`config.mk`:
```
export PLATFORM = sky130hd
export DESIGN_NAME = sarseq_top
export DESIGN_NICKNAME = d
export VERILOG_FILES = /design/src/core/sarseq_pkg.sv /design/src/core/sarseq_clkdiv.sv /design/src/core/sarseq_top.sv
export VERILOG_INCLUDE_DIRS = /design/src /design/src/core
export SDC_FILE = /design/constraint.sdc
export NUM_CORES = 1
export LEC_CHECK = 0
export ABC_CLOCK_PERIOD_IN_PS = 3000
export BUFFER_PORTS_ARGS = -buffer_cell sky130_fd_sc_hd__buf_2
export CELL_PAD_IN_SITES_DETAIL_PLACEMENT = 1
export CELL_PAD_IN_SITES_GLOBAL_PLACEMENT = 2
export CORE_MARGIN = 10
export CORE_UTILIZATION = 36
export DETAILED_ROUTE_END_ITERATION = 8
export MAX_ROUTING_LAYER = met4
export PLACE_DENSITY_LB_ADDON = 0.1
export SETUP_SLACK_MARGIN = 0.05
export SLEW_MARGIN = 20
export SYNTH_ARGS = -nofsm -noshare
export SYNTH_HDL_FRONTEND = slang
export SYNTH_SLANG_ARGS = --single-unit
```
`constraint.sdc`:
```
create_clock -name clk_sys_i -period 3 [get_ports clk_sys_i]
set_input_delay 0 -clock clk_sys_i [delete_from_list [all_inputs] [get_ports clk_sys_i]]
set_output_delay 0 -clock clk_sys_i [all_outputs]
set_load 0.03 [all_outputs]
```
`src/core/sarseq_consts.svh`:
```
// register addresses, field positions, reset values and counts of the converter sequencer
`ifndef SARSEQ_CONSTS_SVH
`define SARSEQ_CONSTS_SVH
// ==========================================
// register addresses on the sfr bus
`define SARSEQ_ADDR_PAIR 8'hba
`define SARSEQ_ADDR_CHSEL 8'hbb
`define SARSEQ_ADDR_CFG 8'hbc
`define SARSEQ_ADDR_RESL 8'hbe
`define SARSEQ_ADDR_RESH 8'hbf
`define SARSEQ_ADDR_CTRL 8'he8
// ==========================================
// control register bit positions
`define SARSEQ_CTRL_EN 7
`define SARSEQ_CTRL_TM 6
`define SARSEQ_CTRL_DONE 5
`define SARSEQ_CTRL_BUSY 4
`define SARSEQ_CTRL_SRC_HI 3
`define SARSEQ_CTRL_SRC_LO 2
`define SARSEQ_CTRL_WIN 1
`define SARSEQ_CTRL_LJST 0
// config register fields
`define SARSEQ_CFG_PERIOD_HI 7
`define SARSEQ_CFG_PERIOD_LO 3
`define SARSEQ_CFG_GAIN_HI 2
// ==========================================
// reset values
`define SARSEQ_RST_CTRL 8'h00
`define SARSEQ_RST_CFG 8'hf8
`define SARSEQ_RST_PAIR 4'h0
`define SARSEQ_RST_CHSEL 4'h0
// ==========================================
// start source codes
`define SARSEQ_SRC_SW 2'h0
`define SARSEQ_SRC_T3 2'h1
`define SARSEQ_SRC_EXT 2'h2
`define SARSEQ_SRC_T2 2'h3
// ==========================================
// counts in converter clocks, mux codes
`define SARSEQ_TRACK_SAR_CLKS 5'h03
`define SARSEQ_CONV_SAR_CLKS 5'h10
`define SARSEQ_MUX_TEMP 4'h8
`endif

```
`src/core/sarseq_pkg.sv`:
```
// types shared by the converter sequencer modules
package sarseq_pkg;
  // ==========================================
  // sequencer states
  typedef enum logic [1:0] {
    ST_IDLE,
    ST_TRACK,
    ST_CONV
  } sarseq_fsm_type;

  // ==========================================
  // converter clock divider state
  typedef struct packed {
    logic [4:0] cnt;
    logic tick;
  } sarseq_div_type;

  // ==========================================
  // sequencer state, registers and outputs
  typedef struct packed {
    sarseq_fsm_type state;
    logic [4:0] cnt;
    logic converter_enable;
    logic track_mode_sel;
    logic conv_done_flag;
    logic [1:0] start_src;
    logic win_flag;
    logic left_justify;
    logic [7:0] cfg;
    logic [3:0] pair_cfg;
    logic [3:0] chan_addr;
    logic [11:0] result;
    logic result_diff;
    logic [2:0] sync;
    logic ext_lvl;
    logic [7:0] rdata;
    logic analog_en;
    logic track;
    logic convert;
    logic [3:0] mux_pos;
    logic [3:0] mux_neg;
    logic mux_diff;
    logic mux_temp;
    logic irq;
    logic busy_out;
  } sarseq_state_type;
endpackage

```
`src/core/sarseq_clkdiv.sv`:
```
// converter clock tick generator dividing the system clock
`include "sarseq_consts.svh"
module sarseq_clkdiv
  import sarseq_pkg::*;
(
  // system
  input wire logic clk_sys_i,
  input wire logic rst_i,
  // control
  input wire logic run_i,
  input wire logic [4:0] period_i,
  // tick
  output logic tick_o
);
  sarseq_div_type st_q;
  sarseq_div_type st_d;

  // one tick every period+1 system clocks; restarted at each conversion for a fixed phase
  always_comb begin
    st_d = st_q;
    st_d.tick = 1'b0;
    if (!run_i) begin
      st_d.cnt = 5'h00;
    end else if (st_q.cnt == period_i) begin
      st_d.cnt = 5'h00;
      st_d.tick = 1'b1;
    end else begin
      st_d.cnt = st_q.cnt + 5'h01;
    end
  end

  // state register
  always_ff @(posedge clk_sys_i) begin
    if (rst_i) begin
      st_q <= '0;
    end else begin
      st_q <= st_d;
    end
  end

  assign tick_o = st_q.tick;
endmodule // sarseq_clkdiv

```
`src/core/sarseq_top.sv`:
```
// digital sequencer and input mux control of the 12-bit converter
// How it works
// - conversion starts from one selected source: software, timer 3, pin edge, timer 2.
// - busy stays high through the whole conversion, low once it finishes.
// - busy falling sets the done flag and, if enabled, the interrupt request.
// - result sits in high and low registers, left or right aligned.
// - converter clock is the system clock divided by the period field plus one.
// - track mode zero tracks continuously whenever no conversion runs.
// - track mode one tracks three converter clocks after the start event.
// - low-power mode with pin source tracks while pin low, converts on rise.
// - tracking is shut down while the chip is in standby or sleep.
// - each pair bit makes its inputs single-ended or an even-positive pair.
// - differential results come out in two's complement.
// - upper four bits of both mux registers read zero, ignore writes.
// - codes 0 to 7 pick inputs or their pair, top bit picks temperature.
// - temperature selection routes the sensor to the amplifier input.
// - analog parts stay shut down unless the enable bit is one.
// - start field codes 00 software, 01 timer 3, 10 pin, 11 timer 2.
// - period field equals system clock over converter clock minus one.
`include "sarseq_consts.svh"
module sarseq_top
  import sarseq_pkg::*;
(
  // system
  input wire logic clk_sys_i,
  input wire logic rst_i,
  // special function register bus
  input wire logic [7:0] sfr_addr_i,
  input wire logic sfr_wr_i,
  input wire logic sfr_rd_i,
  input wire logic [7:0] sfr_wdata_i,
  output logic [7:0] sfr_rdata_o,
  // start sources and chip state
  input wire logic timer3_ovf_i,
  input wire logic timer2_ovf_i,
  input wire logic ext_convert_start_i,
  input wire logic standby_i,
  input wire logic irq_enable_i,
  // analog converter core
  input wire logic [11:0] conv_data_i,
  output logic analog_enable_o,
  output logic track_o,
  output logic convert_o,
  output logic sar_tick_o,
  // input mux and amplifier
  output logic [3:0] mux_pos_o,
  output logic [3:0] mux_neg_o,
  output logic mux_diff_o,
  output logic mux_temp_o,
  output logic [2:0] pga_gain_o,
  // status
  output logic conv_irq_o,
  output logic conv_busy_o
);
  sarseq_state_type st_q;
  sarseq_state_type st_d;
  logic tick;
  logic busy;
  logic busy_next;
  logic ext_rise;
  logic sw_start;
  logic start_evt;
  logic diffsel;
  logic done_set;
  logic ctrl_wr;
  // ==========================================
  // converter clock divider, running only while tracking or converting
  sarseq_clkdiv u_div (
    .clk_sys_i(clk_sys_i),
    .rst_i(rst_i),
    .run_i(st_q.state != ST_IDLE),
    .period_i(st_q.cfg[`SARSEQ_CFG_PERIOD_HI:`SARSEQ_CFG_PERIOD_LO]),
    .tick_o(tick)
  );
  // ==========================================
  // next state
  always_comb begin
    st_d = st_q;
    busy = (st_q.state == ST_TRACK) || (st_q.state == ST_CONV);
    ctrl_wr = sfr_wr_i && (sfr_addr_i == `SARSEQ_ADDR_CTRL);
    // pin: three flops, a level counts once second and third agree
    st_d.sync = {st_q.sync[1:0], ext_convert_start_i};
    if (st_q.sync[1] == st_q.sync[2]) begin
      st_d.ext_lvl = st_q.sync[2];
    end
    ext_rise = (st_q.sync[1] == st_q.sync[2]) && st_q.sync[2] && !st_q.ext_lvl;
    // a busy write only starts when the same write leaves the source at software
    sw_start = ctrl_wr && sfr_wdata_i[`SARSEQ_CTRL_BUSY]
      && (sfr_wdata_i[`SARSEQ_CTRL_SRC_HI:`SARSEQ_CTRL_SRC_LO] == `SARSEQ_SRC_SW);
    // start source select
    case (st_q.start_src)
      `SARSEQ_SRC_SW: start_evt = sw_start;
      `SARSEQ_SRC_T3: start_evt = timer3_ovf_i;
      `SARSEQ_SRC_EXT: start_evt = ext_rise;
      `SARSEQ_SRC_T2: start_evt = timer2_ovf_i;
      default: start_evt = 1'b0;
    endcase
    // mux decode; an odd code in a differential pair maps to the pair
    diffsel = !st_q.chan_addr[3] && st_q.pair_cfg[st_q.chan_addr[2:1]];
    // sequencer
    case (st_q.state)
      ST_IDLE: begin
        if (st_q.converter_enable && start_evt) begin
          st_d.cnt = 5'h00;
          // pin source in low-power mode has already tracked while low
          if (st_q.track_mode_sel && (st_q.start_src != `SARSEQ_SRC_EXT)) begin
            st_d.state = ST_TRACK;
          end else begin
            st_d.state = ST_CONV;
          end
        end
      end
      ST_TRACK: begin
        if (tick) begin
          if (st_q.cnt == `SARSEQ_TRACK_SAR_CLKS - 5'h01) begin
            st_d.cnt = 5'h00;
            st_d.state = ST_CONV;
          end else begin
            st_d.cnt = st_q.cnt + 5'h01;
          end
        end
      end
      ST_CONV: begin
        if (tick) begin
          if (st_q.cnt == `SARSEQ_CONV_SAR_CLKS - 5'h01) begin
            st_d.state = ST_IDLE;
            st_d.result = conv_data_i;
            st_d.result_diff = diffsel;
          end else begin
            st_d.cnt = st_q.cnt + 5'h01;
          end
        end
      end
      default: st_d.state = ST_IDLE;
    endcase
    // disabling aborts the sequence
    if (!st_q.converter_enable) begin
      st_d.state = ST_IDLE;
    end
    busy_next = (st_d.state == ST_TRACK) || (st_d.state == ST_CONV);
    done_set = busy && !busy_next;
    // register writes; upper mux bits are simply not stored
    if (ctrl_wr) begin
      st_d.converter_enable = sfr_wdata_i[`SARSEQ_CTRL_EN];
      st_d.track_mode_sel = sfr_wdata_i[`SARSEQ_CTRL_TM];
      st_d.start_src = sfr_wdata_i[`SARSEQ_CTRL_SRC_HI:`SARSEQ_CTRL_SRC_LO];
      st_d.win_flag = sfr_wdata_i[`SARSEQ_CTRL_WIN];
      st_d.left_justify = sfr_wdata_i[`SARSEQ_CTRL_LJST];
    end
    if (sfr_wr_i && (sfr_addr_i == `SARSEQ_ADDR_CFG)) begin
      st_d.cfg = sfr_wdata_i;
    end
    if (sfr_wr_i && (sfr_addr_i == `SARSEQ_ADDR_PAIR)) begin
      st_d.pair_cfg = sfr_wdata_i[3:0];
    end
    if (sfr_wr_i && (sfr_addr_i == `SARSEQ_ADDR_CHSEL)) begin
      st_d.chan_addr = sfr_wdata_i[3:0];
    end
    // set wins over a software clear in the same cycle
    if (ctrl_wr) begin
      st_d.conv_done_flag = sfr_wdata_i[`SARSEQ_CTRL_DONE] | done_set;
    end else begin
      st_d.conv_done_flag = st_q.conv_done_flag | done_set;
    end
    // registered read data, justification applied at read time
    if (sfr_rd_i) begin
      case (sfr_addr_i)
        `SARSEQ_ADDR_CTRL: st_d.rdata = {st_q.converter_enable, st_q.track_mode_sel,
          st_q.conv_done_flag, busy, st_q.start_src, st_q.win_flag, st_q.left_justify};
        `SARSEQ_ADDR_CFG: st_d.rdata = st_q.cfg;
        `SARSEQ_ADDR_PAIR: st_d.rdata = {4'h0, st_q.pair_cfg};
        `SARSEQ_ADDR_CHSEL: st_d.rdata = {4'h0, st_q.chan_addr};
        `SARSEQ_ADDR_RESH: st_d.rdata = st_q.left_justify ? st_q.result[11:4]
          : {{4{st_q.result_diff & st_q.result[11]}}, st_q.result[11:8]};
        `SARSEQ_ADDR_RESL: st_d.rdata = st_q.left_justify ? {st_q.result[3:0], 4'h0}
          : st_q.result[7:0];
        default: st_d.rdata = 8'h00;
      endcase
    end
    // registered outputs, one cycle behind the state
    st_d.analog_en = st_q.converter_enable;
    st_d.track = st_q.converter_enable && !standby_i && ((st_q.state == ST_TRACK)
      || ((st_q.state == ST_IDLE) && (!st_q.track_mode_sel
      || ((st_q.start_src == `SARSEQ_SRC_EXT) && !st_q.ext_lvl))));
    st_d.convert = st_q.state == ST_CONV;
    st_d.mux_temp = st_q.chan_addr[3];
    st_d.mux_diff = diffsel;
    if (st_q.chan_addr[3]) begin
      st_d.mux_pos = `SARSEQ_MUX_TEMP;
      st_d.mux_neg = 4'h0;
    end else if (diffsel) begin
      st_d.mux_pos = {1'b0, st_q.chan_addr[2:1], 1'b0};
      st_d.mux_neg = {1'b0, st_q.chan_addr[2:1], 1'b1};
    end else begin
      st_d.mux_pos = st_q.chan_addr;
      st_d.mux_neg = 4'h0;
    end
    st_d.irq = st_q.conv_done_flag && irq_enable_i;
    st_d.busy_out = busy;
  end
  // ==========================================
  // state register
  always_ff @(posedge clk_sys_i) begin
    if (rst_i) begin
      st_q <= '0;
      st_q.state <= ST_IDLE;
      st_q.cfg <= `SARSEQ_RST_CFG;
      st_q.pair_cfg <= `SARSEQ_RST_PAIR;
      st_q.chan_addr <= `SARSEQ_RST_CHSEL;
    end else begin
      st_q <= st_d;
    end
  end
  // outputs straight from flops
  assign sfr_rdata_o = st_q.rdata;
  assign analog_enable_o = st_q.analog_en;
  assign track_o = st_q.track;
  assign convert_o = st_q.convert;
  assign sar_tick_o = tick;
  assign mux_pos_o = st_q.mux_pos;
  assign mux_neg_o = st_q.mux_neg;
  assign mux_diff_o = st_q.mux_diff;
  assign mux_temp_o = st_q.mux_temp;
  assign pga_gain_o = st_q.cfg[`SARSEQ_CFG_GAIN_HI:0];
  assign conv_irq_o = st_q.irq;
  assign conv_busy_o = st_q.busy_out;
endmodule // sarseq_top

```
==> run metrics, run 1 <==
# IOs=64; die width=118.4 um; CTS tree=done; Global Route Usage Sum=14.62%; CP Cell Sequence=ha_1 -> and3_1 -> ha_1 -> nor2_1 -> o21bai_1 -> a21oi_4 -> a21o_1 -> a211oi_1; Final HPWL DP=7253 um; CP startpoint kind=register; TritonCTS Buffers=9; Core Util, Final=44.61%; worst-path maximum fanout=6; most frequent cells in the layout=dfxtp_1 (74), buf_2 (62), nor2_1 (40), nand2_1 (39), a21oi_1 (24); power density over the cells=roughly 450 nW/um2; Non-Filler Instances=around 580; critical-path cell with the highest stage delay=dfxtp_1; worst hold path class=in -> reg; commonest non-fill, non-tap cell in the layout=dfxtp_1; # setup viols final=0; cts repair resizes=0; CP Capture Type=register; Seq/Total Area, Yosys=42.54%; GRT met3 Usage=2.951%; antenna violations before repair=0; Yosys warning total=0; Placeable Area=just over 9000 um2; H-tree lvl count=3; Final Hold Viols=0; Diodes inserted=0; GRT busiest layer=met2; Yosys top cell area share=between 40% and 50%; area of the mapped netlist=3482 um2; critical path class=reg -> reg; drt total wl=9769 um; final worst path period share=67.41%; via count=approximately 3000; Post-synth EDFFs=0; status=completed; GRT met2 Usage=22.88%; RSZ-0062 raised after global routing=false; drt first-iter violations=roughly 150; synthesis-to-finish area growth=19.51%; Slew Viols, Final=0; M1 GR Usage=between 10% and 20%; number of global-route vias before repair=2987; clk_lat worst skew=approximately 0.35 ns; Post-CTS Setup Inserts=0; total chip power=1.870 mW; flop2flop setup slack=slightly below 1 ns; Max Buffers Root-to-Sink=2; cells after synthesis=385; Die Y=118.4 um; Worst-path clk slew=0.07 ns; CP dominant cell by count=ha_1; pin count of the biggest net entering global routing=33; dominant cells by area after synthesis=dfxtp_1 (43%), mux2i_1 (4.3%), nor2_1 (4.3%), nand2_1 (4.2%), buf_4 (4.1%); Syn Nets=~430; final global-route overflow total=0; nets=493; Post-synth ARST share=0%; number of port buffers=62; post-synth top area cell=dfxtp_1; Avg WL per Cell=~17 um; maximum vdd drop=between 0.15 and 0.2 mV; register bit total from synthesis=74; effective utilization at floorplan=37.33%; DR vias/cell=5.074; Max-slew headroom=49.34%; dpl cells=542; Critical Path RT=3.26 ns; GPL Wtd Cong=0.8465; Lkg Pwr=1.708 nW; crit path time final=2.022 ns; hold slack final=0.05860 ns; share of post-route cells with drive strength above 1=20.94%; Most used DFF post-synth=dfxtp_1; Least-Margin Pin Slew=around 0.76 ns; Max stage delay on crit path=0.39 ns; distinct cell type count after synthesis=53; global-route wire length before repair=~16000 um; root buffer cell=clkbuf_8; max frequency=494.5 MHz; clk sinks=74; DRT Pass-1 Iters=4; Rows=35; Max Cap Violations=0; skew final=0.007101 ns; setup TNS=0 ns; full die area=14010 um2; syn_area_per_cell=9.044 um2; crit path DAT=2.28 ns; drc violations=0; Antenna Violating Nets Remaining=0
critical path: cells and delay by family, from the launching register on:
kind	cells	cell delay [ns]
compound gates	4	0.92
fa+ha+maj	2	0.41
flops	1	0.39
simple gates	2	0.22
what timing repair did:
action                     4_1_cts  5_1_grt
setup endpoints to repair        0        0
hold buffers                    23        0
hold endpoints to repair        36        0
Yosys cell counts, types with 2 or more instances:
cell type and instances:
a211o_1 5, a211oi_1 6, a211oi_2 3, a21oi_1 24
a221oi_1 5, a22oi_1 8, a311oi_1 4, a31oi_1 4
a32oi_1 4, and2_1 5, and3_1 12, buf_1 3
buf_2 3, buf_4 19, clkbuf_1 10, dfxtp_1 74
ha_1 9, inv_1 7, inv_2 3, mux2_1 6
mux2i_1 15, nand2_1 39, nand2b_1 2, nand3_1 15
nand3b_1 2, nand4b_1 2, nor2_1 40, nor2b_1 9
nor3_1 8, o211ai_1 2, o21ai_0 4, o21ai_1 2
xnor2_1 6, xor2_1 6
metal layers:
layer | up-vias | part of all wire (%)
met5 | - | 0
met4 | 0 | 1.4
met3 | 11 | 3.3
met2 | 42 | 48
met1 | 1417 | 47
li1 | 1463 | -
stage by stage:
| stage | worst slack (ns) | area (um2) |
|---|---|---|
| after floorplan | 1.168 | 3482 |
| after global placement | 1.051 | 3751 |
| final | 0.9777 | 4161 |
| after detailed placement | 0.9757 | 3751 |
| after global routing | 0.7172 | 4161 |
| after CTS | 0.9565 | 4161 |
area by class of cell:
cell class | instances | area (um2)
Fill cell | 1118 | 5166
Timing Repair Buffer | 87 | 555.5
Clock buffer | 10 | 137.6
Inverter | 10 | 37.54
Multi-Input combinational cell | 265 | 1745
Sequential cell | 74 | 1481
Tap cell | 129 | 161.4
Clock inverter | 3 | 42.54
report_power, final:
part | switching [mW] | leakage (nW) | internal, mW
clock network | 0.360 | 0.0901 | 0.392
registers | 0.00425 | 0.598 | 0.989
logic | 0.0698 | 1.02 | 0.0550
total | 0.434 | 1.71 | 1.44
flip-flops by register name, indices dropped and copies added (netlist names), 3 cells and up:
name / cells
pga_gain_o: 3
st_q: 40
st_d: 4
mux_pos_o: 4
u_div.st_q: 5
sfr_rdata_o: 8
mux_neg_o: 3
logic make-up after synthesis:
family,after synthesis,synth area share [%]
AND/OR/NAND/NOR,142,20.45
AO/OA/AOI/OAI,78,16.10
adder cells (fa/ha/maj),9,3.234
buffers and inverters,46,7.330
flip-flops,74,42.54
other,1,0.1077
XOR/XNOR,12,3.018
multiplexers,23,7.222
final timing paths:
| check | start | endpoint | cells after the start |
|---|---|---|---|
| max | st_q[64]$_SDFFE_PP0P_ | st_q[64]$_SDFFE_PP0P_ | 8 |
| min | sfr_rd_i | sfr_rdata_o[0]$_SDFFE_PP0P_ | 3 |
| max reg2reg | st_q[64]$_SDFFE_PP0P_ | st_q[64]$_SDFFE_PP0P_ | 8 |
| min reg2reg | st_q[40]$_SDFFE_PP0P_ | mux_pos_o[0]$_SDFF_PP0_ | 2 |
(Power assumes the default switching activity.)
==> inputs of run 2 (changes only) <==
- ABC_CLOCK_PERIOD_IN_PS: 3000 -> 2100
- CORE_UTILIZATION: 36 -> 33
- clock period: 3 -> 2.1 ns (I/O delays scaled with it)
==> run 2 against run 1 <==
Compared with the run above: clock skew is 0.0012 ns higher; register-to-register slack worse by 0.75 ns; die area is 7.5% higher; critical endpoint is now st_q[60]$_SDFF_PP0_; sequential power is 43% higher; highest routed layer unchanged; critical path type unchanged; core utilization is 3.4 points lower; hold slack better by 0.0032 ns; clock power is 46% higher; sequential cell count stayed put; global-route usage is 0.45 points lower; power is 44% higher.
==> run metrics, run 2 (same netlist as run 1, synthesis figures left out) <==
Lkg Pwr=1.769 nW (+3.5%); setup TNS=0 ns (unchanged); GPL Wtd Cong=0.7864 (-7.1%); max frequency=534.1 MHz (+8.0%); Hold Path Stages=3 (unchanged); die width=122.7 um (+3.7%); final worst setup slack=0.2277 ns (-0.7500 ns); DRT Pass-1 Iters=4 (unchanged); drt first-iter violations=169 (+11%); crit path time final=1.872 ns (-0.1500 ns); final global-route overflow total=0 (unchanged); hold slack final=0.06184 ns (+0.003242 ns); drt total wl=9843 um (+0.76%); root buffer cell=clkbuf_8; Post-CTS Setup Inserts=0 (unchanged); Max-slew headroom=57.36% (+8.0 points); Final HPWL DP=7409 um (+2.2%); number of port buffers=62 (unchanged); pin count of the biggest net entering global routing=26 (-21%); Worst R2R Path Depth=9 (+1); via count=2973 (+1.4%); Max Cap Violations=0 (unchanged); synthesis-to-finish area growth=22.31%; crit path DAT=2.10 ns (-0.18 ns); number of global-route vias before repair=3095 (+3.6%); Avg WL per Cell=16.49 um (-2.4%); Diodes inserted=0 (unchanged); # IOs=64 (unchanged); RR Endpoint=st_q[60]$_SDFF_PP0_; Place WS=0.09969 ns (-0.8760 ns); clk sinks=74 (unchanged); skew final=0.008343 ns (+0.001243 ns); Max Buffers Root-to-Sink=2 (unchanged); TritonCTS Buffers=9 (unchanged); Reg with most FFs=st_q; max reg flops=40 (unchanged); critical path class=reg -> reg; Slew Viols, Final=0 (unchanged); H-tree lvl count=3 (unchanged); Hold EP=sfr_rdata_o[0]$_SDFFE_PP0P_; most frequent cells in the layout=dfxtp_1 (72), buf_2 (62), nor2_1 (40), nand2_1 (39), a21oi_1 (24); Critical Path RT=2.33 ns (-0.93 ns); maximum vdd drop=0.2620 mV (+48%); worst-path maximum fanout=4 (-2); flop2flop setup slack=0.23 ns (-0.75 ns); nets=503 (+2.0%); Final Hold Viols=0 (unchanged); CTS tree=done; Antenna Violating Nets Remaining=0 (unchanged); RSZ-0062 raised after global routing=false; global-route wire length before repair=16410 um (+1.2%); Die Y=122.7 um (+3.7%); full die area=15060 um2 (+7.5%); CP Capture Type=register; drc violations=0 (unchanged); final worst path period share=89.16% (+22 points); filler cell count=1219 (+9.0%); status=completed; DR vias/cell=4.980 (-1.9%); Worst R2R Start=st_q[63]$_SDFFE_PP0P_; power density over the cells=633.3 nW/um2 (+41%); # setup viols final=0 (unchanged); share of post-route cells with drive strength above 1=23.43% (+2.5 points); Placeable Area=10320 um2 (+11%); effective utilization at floorplan=33.73% (-3.6 points); CP startpoint kind=register; Least-Margin Pin Slew=0.6387 ns (-0.1184 ns); Global Route Usage Sum=14.18% (-0.45 points); commonest non-fill, non-tap cell in the layout=dfxtp_1; antenna violations before repair=0 (unchanged); clk_lat worst skew=0.35 ns (about the same); Worst-path clk slew=0.08 ns (about the same); worst hold path class=in -> reg; Worst Min Path Start=sfr_rd_i; Rows=37 (+5.7%)
-- run 2: layer usage --
metal	track usage [%]	part of all wire, %	wire length, um	vias up
met5	-	0	0	-
met3	3.949	4.8	474	10
met2	22.93	49	4804	55
met4	3.535	0.97	95	0
met1	17.05	45	4469	1426
li1	-	-	-	1482
-- run 2: where the power goes --
| part | switching (mW) | leakage [nW] | internal [mW] | total [mW] |
|---|---|---|---|---|
| Clock | 0.528 | 0.0962 | 0.572 | 1.10 |
| Combinational | 0.0975 | 1.07 | 0.0812 | 0.179 |
| Sequential | 0.00586 | 0.599 | 1.41 | 1.42 |
| Total | 0.631 | 1.77 | 2.07 | 2.70 |
-- run 2: critical path: stages, from the launching register on --
cell and delay [ns]:
dfxtp_2 0.36, ha_1 0.16, and3_1 0.16, ha_2 0.20, nand2_1 0.08, a221oi_1 0.26
a21oi_1 0.10, a21oi_2 0.15, xor2_1 0.18, a211oi_2 0.08
-- run 2: final cells by class --
type / instances / area (um2) / area share (%)
clock buffer: 12 / 145.1 / 3.408
clock inverter: 3 / 40.04 / 0.9401
sequential: 74 / 1484 / 34.84
inverter: 10 / 37.54 / 0.8813
tap: 136 / 170.2 / 3.995
timing repair buffer: 97 / 630.6 / 14.81
multi-input combinational: 265 / 1752 / 41.13
-- run 2: worst max-delay path by stage --
stage / cells after the start / slack (ns) / start / to
final: 9 / 0.23 / st_q[63]$_SDFFE_PP0P_ / st_q[60]$_SDFF_PP0_
after CTS: 8 / 0.08 / st_q[63]$_SDFFE_PP0P_ / st_q[67]$_SDFFE_PP0P_
after floorplan: 7 / 0.27 / st_q[59]$_SDFFE_PP0N_ / st_q[60]$_SDFF_PP0_
after detailed placement: 8 / 0.1 / st_q[63]$_SDFFE_PP0P_ / st_q[67]$_SDFFE_PP0P_
after global placement: 9 / 0.21 / st_q[63]$_SDFFE_PP0P_ / st_q[60]$_SDFF_PP0_
after global routing: 9 / 0.06 / st_q[63]$_SDFFE_PP0P_ / st_q[60]$_SDFF_PP0_
-- run 2: repair_timing --
action                                  CTS  global route
hold buffers                             23             0
resized for setup                         0             4
hold endpoints to repair                 36             0
endpoints found under the setup margin    0             3
-- run 2: through the flow --
step                total power, mW  cells  util [%]  area, um2
floorplan                     1.538    385         -       3482
global placement              1.599    559     37.15       3835
detailed placement            1.600    559     37.15       3835
CTS                           2.748    597     41.17       4250
global route                  2.825    597     41.26       4259
finish                        2.697    597     41.26       4259
